### src/rtl/csm_cfg.svh
`ifndef CSM_CFG_SVH
`define CSM_CFG_SVH
// ==========================================================
// register offsets (byte addresses)
`define CSM_OFS_CTRL      12'h000
`define CSM_OFS_SELECT    12'h004
`define CSM_OFS_STATUS    12'h008
`define CSM_OFS_PROFILE   12'h00c
`define CSM_OFS_PARAM     12'h100
`define CSM_OFS_LUT       12'h200
// ==========================================================
// field positions
`define CSM_CTRL_LOAD_BIT    0
`define CSM_CTRL_STORE_BIT   1
`define CSM_SEL_SRC_LSB      0
`define CSM_SEL_STARTUP_LSB  4
`define CSM_SEL_FACTORY_LSB  8
`define CSM_ST_BUSY_BIT      0
`define CSM_ST_REJECT_BIT    1
`define CSM_ST_READY_BIT     2
`define CSM_ST_IDLE_BIT      3
// ==========================================================
// reset values
`define CSM_RST_SRC       2'h3
`define CSM_RST_STARTUP   2'h3
`define CSM_RST_FACTORY   2'h0
`define CSM_RST_PROFILE   1'h0
// ==========================================================
// timing: description processing times in us
`define CSM_BASIC_US      100
`define CSM_FULL_US       400
`define CSM_CLK_MHZ       20
`endif

### src/rtl/csm_pkg.sv
package csm_pkg;
  // ==========================================================
  // set sources: user sets 1..3, default
  typedef enum logic [1:0] {
    CSM_USER1   = 2'h0,
    CSM_USER2   = 2'h1,
    CSM_USER3   = 2'h2,
    CSM_DEFAULT = 2'h3
  } csm_src_t;

  typedef enum logic {
    CSM_BASIC = 1'b0,
    CSM_FULL  = 1'b1
  } csm_profile_t;

  // ==========================================================
  // acquisition state and feature availability
  typedef struct packed {
    logic running;
    logic pending;
  } csm_acq_t;

  typedef struct packed {
    logic ready;
    logic color_matrix;
    logic color_adjust;
    logic sequencer;
  } csm_feat_t;
endpackage : csm_pkg

### src/rtl/csm_sync.sv
`timescale 1ns/1ps
module csm_sync #(
  parameter int WIDTH = 2
) (
  input  wire logic             clk,
  input  wire logic             rst,
  input  wire logic [WIDTH-1:0] d,
  output logic      [WIDTH-1:0] q
);
  logic [WIDTH-1:0] s1_q;
  logic [WIDTH-1:0] s1_d;
  logic [WIDTH-1:0] q_d;

  always_comb begin
    s1_d = d;
    q_d  = s1_q;
  end

  always_ff @(posedge clk) begin
    if (rst) begin
      s1_q <= '0;
      q    <= '0;
    end else begin
      s1_q <= s1_d;
      q    <= q_d;
    end
  end
endmodule : csm_sync

### src/rtl/csm_store.sv
`timescale 1ns/1ps
`include "csm_cfg.svh"
// non-volatile store: 3 user sets and 4 factory setups, contents survive reset
module csm_store #(
  parameter int NPARAM = 8,
  parameter int AW     = 3
) (
  input  wire logic          clk,
  input  wire logic          wr_en,
  input  wire logic [1:0]    wr_set,
  input  wire logic [AW-1:0] wr_idx,
  input  wire logic [31:0]   wr_data,
  input  wire logic          rd_fact,
  input  wire logic [1:0]    rd_set,
  input  wire logic [AW-1:0] rd_idx,
  output logic      [31:0]   rd_data
);
  import csm_pkg::*;
  logic [31:0] user_mem [3][NPARAM];
  logic [31:0] rd_d;

  // factory setups are fixed patterns: setup number in top byte, index below
  always_comb begin
    if (rd_fact) begin
      rd_d = {6'h00, rd_set, 24'h000000} | 32'(rd_idx);
    end else if (rd_set == 2'h3) begin
      rd_d = '0;
    end else begin
      rd_d = user_mem[rd_set][rd_idx];
    end
  end

  always_ff @(posedge clk) begin
    if (wr_en && wr_set != 2'h3) begin
      user_mem[wr_set][wr_idx] <= wr_data;
    end
    rd_data <= rd_d;
  end
endmodule : csm_store

### src/rtl/csm_top.sv
`timescale 1ns/1ps
`include "csm_cfg.svh"
// How it works
// - load copies the selected stored set into every active parameter
// - load source is user set one, two, three or default
// - loads started through ctrl run only while no acquisition runs or is pending; the startup load does not wait
// - after reset the startup set is loaded automatically
// - startup source has its own selector, independent of load source
// - default set is the currently chosen factory setup
// - feature profile choice is persistent across resets
// - a new profile choice takes effect only after power cycle
// - basic profile disables colour matrix, colour adjust and sequencer
// - features usable after processing delay; basic is shorter
// - store writes active parameters into selected user set
// - lookup table is not stored and clears at reset
module csm_top #(
  parameter int NPARAM   = 8,
  parameter int NLUT     = 8,
  parameter int BASIC_CY = `CSM_BASIC_US * `CSM_CLK_MHZ,
  parameter int FULL_CY  = `CSM_FULL_US * `CSM_CLK_MHZ
) (
  // clock and reset
  input  wire logic          CLK,
  input  wire logic          RST,
  // power-on event (whole power cycle, unlike RST)
  input  wire logic          POR,
  // apb slave
  input  wire logic          PSEL,
  input  wire logic          PENABLE,
  input  wire logic          PWRITE,
  input  wire logic [11:0]   PADDR,
  input  wire logic [31:0]   PWDATA,
  output logic      [31:0]   PRDATA,
  output logic               PREADY,
  output logic               PSLVERR,
  // acquisition state pins
  input  wire logic          ACQ_RUNNING,
  input  wire logic          ACQ_PENDING,
  // active set and features
  output logic [NPARAM*32-1:0] ACTIVE_PARAMS,
  output csm_pkg::csm_feat_t   FEATURES
);
  import csm_pkg::*;
  localparam int AW = $clog2(NPARAM);
  localparam int LW = $clog2(NLUT);

  typedef enum logic [1:0] {CSM_S_IDLE, CSM_S_LOAD, CSM_S_STORE} csm_state_t;

  // ==========================================================
  // acquisition inputs from outside
  logic [1:0] acq_s;
  csm_acq_t   acq;
  csm_sync #(.WIDTH(2)) u_sync (
    .clk (CLK),
    .rst (RST),
    .d   ({ACQ_RUNNING, ACQ_PENDING}),
    .q   (acq_s)
  );
  assign acq = csm_acq_t'(acq_s);
  logic idle;
  assign idle = !acq.running && !acq.pending;

  // ==========================================================
  // state
  csm_state_t  st_q, st_d;
  logic [AW:0] idx_q, idx_d;
  logic [AW:0] wr_idx_q, wr_idx_d;
  logic        rd_vld_q, rd_vld_d;
  csm_src_t    src_q, src_d, startup_q, startup_d, cur_q, cur_d;
  logic [1:0]  factory_q, factory_d;
  logic        reject_q, reject_d;
  logic [31:0] act_q [NPARAM];
  logic [31:0] act_d [NPARAM];
  logic [31:0] lut_q [NLUT];
  logic [31:0] lut_d [NLUT];
  // persistent profile (ships basic, kept over power-on) and latched effective value
  csm_profile_t prof_nv_q = CSM_BASIC;
  csm_profile_t prof_nv_d, prof_eff_q, prof_eff_d;
  logic [31:0]  tmr_q, tmr_d;
  logic         feat_rdy_q, feat_rdy_d;
  logic [31:0]  prdata_d;
  logic         boot_q;
  logic         por_seen_q;

  logic [31:0] st_rdata;
  logic        apb_wr, apb_rd;
  assign apb_wr = PSEL && PENABLE && PWRITE;
  assign apb_rd = PSEL && PENABLE && !PWRITE;
  assign PREADY = 1'b1;

  logic map_hit;
  always_comb begin
    map_hit = (PADDR == `CSM_OFS_CTRL) || (PADDR == `CSM_OFS_SELECT) ||
              (PADDR == `CSM_OFS_STATUS) || (PADDR == `CSM_OFS_PROFILE) ||
              (PADDR[11:8] == 4'h1 && PADDR[7:2] < 6'(NPARAM) && PADDR[1:0] == 2'h0) ||
              (PADDR[11:8] == 4'h2 && PADDR[7:2] < 6'(NLUT) && PADDR[1:0] == 2'h0);
  end
  assign PSLVERR = PSEL && PENABLE && !map_hit;

  // ==========================================================
  // non-volatile store
  logic        nv_wr;
  logic        nv_fact;
  logic [1:0]  nv_rd_set;
  always_comb begin
    nv_fact   = (cur_q == CSM_DEFAULT);
    nv_rd_set = nv_fact ? factory_q : 2'(cur_q);
  end
  assign nv_wr = (st_q == CSM_S_STORE);
  csm_store #(.NPARAM(NPARAM), .AW(AW)) u_store (
    .clk     (CLK),
    .wr_en   (nv_wr),
    .wr_set  (2'(cur_q)),
    .wr_idx  (idx_q[AW-1:0]),
    .wr_data (act_q[idx_q[AW-1:0]]),
    .rd_fact (nv_fact),
    .rd_set  (nv_rd_set),
    .rd_idx  (idx_q[AW-1:0]),
    .rd_data (st_rdata)
  );

  // ==========================================================
  // sequencer, registers and features
  always_comb begin
    st_d       = st_q;
    idx_d      = idx_q;
    wr_idx_d   = wr_idx_q;
    rd_vld_d   = 1'b0;
    src_d      = src_q;
    startup_d  = startup_q;
    cur_d      = cur_q;
    factory_d  = factory_q;
    reject_d   = reject_q;
    act_d      = act_q;
    lut_d      = lut_q;
    prof_nv_d  = prof_nv_q;
    prof_eff_d = prof_eff_q;
    tmr_d      = tmr_q;
    feat_rdy_d = feat_rdy_q;
    prdata_d   = '0;

    unique case (st_q)
      CSM_S_IDLE: begin
        if (apb_wr && PADDR == `CSM_OFS_CTRL) begin
          if (PWDATA[`CSM_CTRL_LOAD_BIT]) begin
            if (idle) begin
              st_d     = CSM_S_LOAD;
              cur_d    = src_q;
              idx_d    = '0;
              reject_d = 1'b0;
            end else begin
              reject_d = 1'b1;
            end
          end else if (PWDATA[`CSM_CTRL_STORE_BIT] && src_q != CSM_DEFAULT) begin
            st_d  = CSM_S_STORE;
            cur_d = src_q;
            idx_d = '0;
          end
        end
      end
      CSM_S_LOAD: begin
        // one cycle read latency: index runs one ahead of the write
        rd_vld_d = (idx_q < (AW+1)'(NPARAM));
        wr_idx_d = idx_q;
        if (idx_q < (AW+1)'(NPARAM)) begin
          idx_d = idx_q + 1'b1;
        end
        if (rd_vld_q) begin
          act_d[wr_idx_q[AW-1:0]] = st_rdata;
        end
        if (!rd_vld_q && idx_q == (AW+1)'(NPARAM)) begin
          st_d = CSM_S_IDLE;
        end
      end
      CSM_S_STORE: begin
        idx_d = idx_q + 1'b1;
        if (idx_q == (AW+1)'(NPARAM - 1)) begin
          st_d = CSM_S_IDLE;
        end
      end
      default: st_d = CSM_S_IDLE;
    endcase

    // register writes
    if (apb_wr && st_q == CSM_S_IDLE) begin
      if (PADDR == `CSM_OFS_SELECT) begin
        src_d     = csm_src_t'(PWDATA[`CSM_SEL_SRC_LSB +: 2]);
        startup_d = csm_src_t'(PWDATA[`CSM_SEL_STARTUP_LSB +: 2]);
        if (idle) begin
          factory_d = PWDATA[`CSM_SEL_FACTORY_LSB +: 2];
        end
      end
      if (PADDR == `CSM_OFS_PROFILE) begin
        prof_nv_d = csm_profile_t'(PWDATA[0]);
      end
      if (PADDR[11:8] == 4'h1 && PADDR[7:2] < 6'(NPARAM)) begin
        act_d[PADDR[AW+1:2]] = PWDATA;
      end
    end
    if (apb_wr && PADDR[11:8] == 4'h2 && PADDR[7:2] < 6'(NLUT)) begin
      lut_d[PADDR[LW+1:2]] = PWDATA;
    end

    // feature description processing
    if (!feat_rdy_q) begin
      if (tmr_q == 32'h00000000) begin
        feat_rdy_d = 1'b1;
      end else begin
        tmr_d = tmr_q - 32'h00000001;
      end
    end

    // register reads
    if (apb_rd) begin
      if (PADDR == `CSM_OFS_SELECT) begin
        prdata_d = 32'({factory_q, 2'h0, 2'(startup_q), 2'h0, 2'(src_q)});
      end else if (PADDR == `CSM_OFS_STATUS) begin
        prdata_d = 32'({idle, feat_rdy_q, reject_q, st_q != CSM_S_IDLE});
      end else if (PADDR == `CSM_OFS_PROFILE) begin
        prdata_d = 32'({prof_eff_q, prof_nv_q});
      end else if (PADDR[11:8] == 4'h1 && PADDR[7:2] < 6'(NPARAM)) begin
        prdata_d = act_q[PADDR[AW+1:2]];
      end else if (PADDR[11:8] == 4'h2 && PADDR[7:2] < 6'(NLUT)) begin
        prdata_d = lut_q[PADDR[LW+1:2]];
      end
    end
  end

  always_ff @(posedge CLK) begin
    // power-on must not touch the stored profile, it only latches it below
    if (!POR) begin
      prof_nv_q <= prof_nv_d;
    end
    if (RST || POR) begin
      st_q       <= CSM_S_IDLE;
      idx_q      <= '0;
      wr_idx_q   <= '0;
      rd_vld_q   <= 1'b0;
      src_q      <= csm_src_t'(`CSM_RST_SRC);
      cur_q      <= CSM_DEFAULT;
      reject_q   <= 1'b0;
      for (int i = 0; i < NPARAM; i++) begin
        act_q[i] <= '0;
      end
      for (int i = 0; i < NLUT; i++) begin
        lut_q[i] <= '0;
      end
      boot_q     <= 1'b1;
    end else begin
      // first cycle after reset starts the startup load
      st_q       <= boot_q ? CSM_S_LOAD : st_d;
      idx_q      <= boot_q ? '0 : idx_d;
      cur_q      <= boot_q ? startup_q : cur_d;
      wr_idx_q   <= wr_idx_d;
      rd_vld_q   <= rd_vld_d;
      src_q      <= src_d;
      reject_q   <= reject_d;
      act_q      <= act_d;
      lut_q      <= lut_d;
      boot_q     <= 1'b0;
    end
    // startup and factory choices survive RST; power-on returns them to reset values
    if (POR) begin
      startup_q  <= csm_src_t'(`CSM_RST_STARTUP);
      factory_q  <= `CSM_RST_FACTORY;
      prof_eff_q <= CSM_BASIC;
      tmr_q      <= 32'(BASIC_CY);
      feat_rdy_q <= 1'b0;
      por_seen_q <= 1'b1;
    end else begin
      startup_q  <= startup_d;
      factory_q  <= factory_d;
      por_seen_q <= 1'b0;
      if (por_seen_q) begin
        // profile latched once per power cycle
        prof_eff_q <= prof_nv_q;
        tmr_q      <= (prof_nv_q == CSM_FULL) ? 32'(FULL_CY) : 32'(BASIC_CY);
        feat_rdy_q <= 1'b0;
      end else begin
        prof_eff_q <= prof_eff_d;
        tmr_q      <= tmr_d;
        feat_rdy_q <= feat_rdy_d;
      end
    end
  end
  assign PRDATA = prdata_d;

  // ==========================================================
  // outputs
  genvar g;
  generate
    for (g = 0; g < NPARAM; g++) begin : g_act
      assign ACTIVE_PARAMS[g*32 +: 32] = act_q[g];
    end
  endgenerate

  always_comb begin
    FEATURES.ready        = feat_rdy_q;
    FEATURES.color_matrix = feat_rdy_q && prof_eff_q == CSM_FULL;
    FEATURES.color_adjust = feat_rdy_q && prof_eff_q == CSM_FULL;
    FEATURES.sequencer    = feat_rdy_q && prof_eff_q == CSM_FULL;
  end
endmodule : csm_top

### config.mk
export PLATFORM = sky130hd
export DESIGN_NAME = csm_top
export DESIGN_NICKNAME = d
export VERILOG_FILES = /design/src/rtl/csm_pkg.sv /design/src/rtl/csm_sync.sv /design/src/rtl/csm_store.sv /design/src/rtl/csm_top.sv
export VERILOG_INCLUDE_DIRS = /design/src /design/src/rtl
export SDC_FILE = /design/constraint.sdc
export NUM_CORES = 2
export LEC_CHECK = 0
export ABC_AREA = 0
export BUFFER_PORTS_ARGS = -buffer_cell sky130_fd_sc_hd__buf_2
export CELL_PAD_IN_SITES_DETAIL_PLACEMENT = 0
export CELL_PAD_IN_SITES_GLOBAL_PLACEMENT = 1
export CORE_MARGIN = 2
export CORE_UTILIZATION = 45
export DETAILED_ROUTE_END_ITERATION = 10
export PLACE_DENSITY = 0.77
export RECOVER_POWER = 100
export SETUP_SLACK_MARGIN = 0.05
export SKIP_LAST_GASP = 1
export SYNTH_ARGS = -nofsm -noshare
export SYNTH_HDL_FRONTEND = slang
export SYNTH_SLANG_ARGS = --single-unit
### constraint.sdc
create_clock -name CLK -period 4.3 [get_ports CLK]
set_input_delay 0.215 -clock CLK [delete_from_list [all_inputs] [get_ports CLK]]
set_output_delay 0.215 -clock CLK [all_outputs]
set_load 0.05 [all_outputs]
==> summary.md <==
| Metric | Value |
|---|---|
| H-tree depth | 4 |
| Total negative slack | 0 ps |
| Hold path depth | 3 |
| R2r setup slk | around 370 ps |
| TritonCTS buffer count | 147 |
| Initial antenna violation count | 9 |
| Unrepaired setup endpoints after global routing | false |
| Tightest Pin Transition | about 2500 ps |
| Final instance area | a little under 0.07 mm² |
| DIE WIDTH | about 360 µm |
| Worst-path clk slew | 60 ps |
| GRT Overall Usage | 0.310 |
| Worst r2r src | idx_q[1] |
| Remaining DRCs | 0 |
| CTS tree | yes |
| Final core utilization | 0.522 |
| Initial drt markers | 6,031 |
| Avg Cell Area, Syn | between 10 and 15 µm² |
| Via density | 6.28 |
| # IOs | 346 |
| Max IR drop VDD | 0.432 mV |
| Yosys reg bits | between 1k and 1.5k |
| Endpoints failing hold | 0 |
| Asr flop ratio synth | 0 |
| Final GP Congestion | a little under 0.9 |
| Kind of critical path | in -> out |
| WL per Instance | approximately 30 µm |
| Syn-to-layout area delta | 15.2% |
| Final min period | ~4000 ps |
| Run status | finished, violations left |
| Antenna Nets Post-Route | 0 |
| Skew-Pair Late Insertion Delay | ~810 ps |
| Placed cells | between 6k and 7k |
| Vias in the first global route | between 40k and 50k |
| Overall power | ~27 mW |
| First-pass GRT wire length | between 200,000 and 300,000 µm |
| Min-delay src | PWRITE |
| Initial Util | 0.453 |
| YS warnings | 0 |
| Register area | approximately 0.035 mm² |
| Pin count of the biggest net entering global routing | 150 |
| Sequential share of the synthesized area | 0.600 |
| Post-DP HPWL | 130,000 µm |
| Grt total ovfl | 0 |
| Leakage power | roughly 22 nW |
| Via count | 44.6k |
| Std-Cell Rows | approximately 130 |
| Post-Syn Area | 0.0586 mm² |
| Kind of start point of the critical path | input pin |
| Mapped Nets | between 5k and 6k |
| Data required, critical path | ~4000 ps |
| Worst hold endpoint | prof_nv_q |
| CP Data Arrival Time | between 3000 and 4000 ps |
| Top cells by count, synth | edfxtp_1, nand2_1, dfxtp_1, mux2i_1, nor2_1 |
| Worst setup EP type | output pin |
| Violated checks | capacitance limit, slew limit |
| Layout cell share with drive strength beyond 1 | 0.124 |
| RR Endpoint | u_store.user_mem[0][121] |
| # fillers | 11.3k |
| Placed cell area | ~0.063 mm² |
| Fin crit share | 0.935 |
| Worst Path Max Fanout | 33 |
| Final Skew | between 20 and 30 ps |
| Root buf cell | clkbuf_16 |
| Drt pass-1 iters | 8 |
| Multi-input logic area | about 0.022 mm² |
| Number of synthesized flops with an enable pin | 769 |
| Die H | between 300 and 400 µm |
| Area contributors post-synth | edfxtp_1, dfxtp_1, mux2i_1, mux4_2, nand2_1 |
| Post-synth top flop | edfxtp_1 |
| Max Buffers Root-to-Sink | 3 |
| Synth top area share | 0.394 |
| MaxCap Viol Count | 17 |
| Most frequent cell after synthesis | edfxtp_1 |
| HP Class | in -> reg |
| Worst reg-to-reg path cell count | 6 |
| Setup Viol. Count Final | 0 |
| Slew Viols, Final | just under 700 |
| Cts repair resizes | 0 |
| Critical Path Source | PADDR[4] |
| Drt total wl | ~210,000 µm |
| Rel. slew slack | -0.662 |
| Synthesized instance count | 4,981 |
| # nets final | 5,286 |
| CTS Sinks | about 1.4k |
| Netlist cell types | 70 |
| Core ar. | 0.129 mm² |
| Cell Count, Final, Fillers Out | between 7k and 8k |
| DIE AREA | 0.133 mm² |
| Power density over cell area | 399 mW/mm² |
| Port Buffers | 344 |
| Dominant cell type by area after synthesis | edfxtp_1 |
| Max Clock Freq | between 200 and 250 MHz |
[power breakdown]
part	leakage [nW]	total, mW	switching [mW]	internal, mW
logic	8.71	0.524	0.378	0.146
registers	11.3	13.7	0.0115	13.7
clock network	2.34	12.7	5.45	7.24
[how the worst max path moves through the flow]
stage / end / slack, ps
after floorplan: u_store.user_mem[1][100] / 990
after global placement: u_store.user_mem[1][155] / 1000
after detailed placement: u_store.user_mem[1][154] / 960
after CTS: u_store.user_mem[1][152] / 970
after global routing: ACTIVE_PARAMS[254] / 390
final: PRDATA[27] / 280
[per-stage QoR]
stage	hold slack [ps]	worst slack, ps
2_1_floorplan	243	986
3_3_place_gp	420	1000
3_5_place_dp	432	961
4_1_cts	8.51	969
5_1_grt	35.7	393
6_report	51.0	279
[critical path, stage by stage]
cell and delay (ps):
clkbuf_1 780, inv_2 930, buf_4 500, mux2i_1 140, o22ai_1 490, and2_1 210, clkbuf_1 480
[area by class of cell]
| type | count | area share |
|---|---|---|
| antenna | 4 | 0.000148 |
| clock buffer | 205 | 0.0616 |
| clock inverter | 65 | 0.00988 |
| inverter | 15 | 0.000945 |
| multi-input combinational | 3123 | 0.324 |
| sequential | 1372 | 0.521 |
| tap | 1742 | 0.0323 |
| timing repair buffer | 569 | 0.0496 |
[cell usage in the layout (no fill, tap or decap), types with 34 or more instances in the layout]
master	count
edfxtp_1	769
nand2_1	675
dfxtp_1	600
mux2i_1	561
nor2_1	400
a21oi_1	354
clkbuf_1	338
a211oi_1	296
clkbuf_16	150
a22oi_1	148
mux4_2	142
o22ai_1	117
buf_4	98
buf_2	60
dlygate4sd3_1	38
nand4_1	37
clkbuf_2	37
o21ai_0	34
[cells by family after synthesis]
group | share of synthesized area
flip-flops | 0.600
AND/OR/NAND/NOR | 0.0950
AO/OA/AOI/OAI | 0.116
multiplexers | 0.152
buffers and inverters | 0.0317
XOR/XNOR | 0.00344
adder cells (fa/ha/maj) | 0.00128
other | 0.0000640
[what timing repair did]
action / 4_1_cts / 5_1_grt
endpoints found under the hold margin: 536 / 0
buffers inserted: 0 / 0
hold buffers: 38 / 0
[flip-flops by register name, indices dropped and copies added, names as in the netlist, 3 cells and up]
signal / flops
ACTIVE_PARAMS: 256
u_store.rd_data: 32
tmr_q: 32
u_store.user_mem: 768
lut_q: 256
idx_q: 4
wr_idx_q: 3
[layer usage]
metal / vias up / track usage / routed length, µm
met2: 2720 / 0.475 / 94700
met1: 22301 / 0.419 / 82600
met4: 0 / 0.131 / 8880
met5: - / 0 / 0
met3: 486 / 0.0751 / 24000
li1: 19052 / - / -
Power figures use the tool's default switching activity.
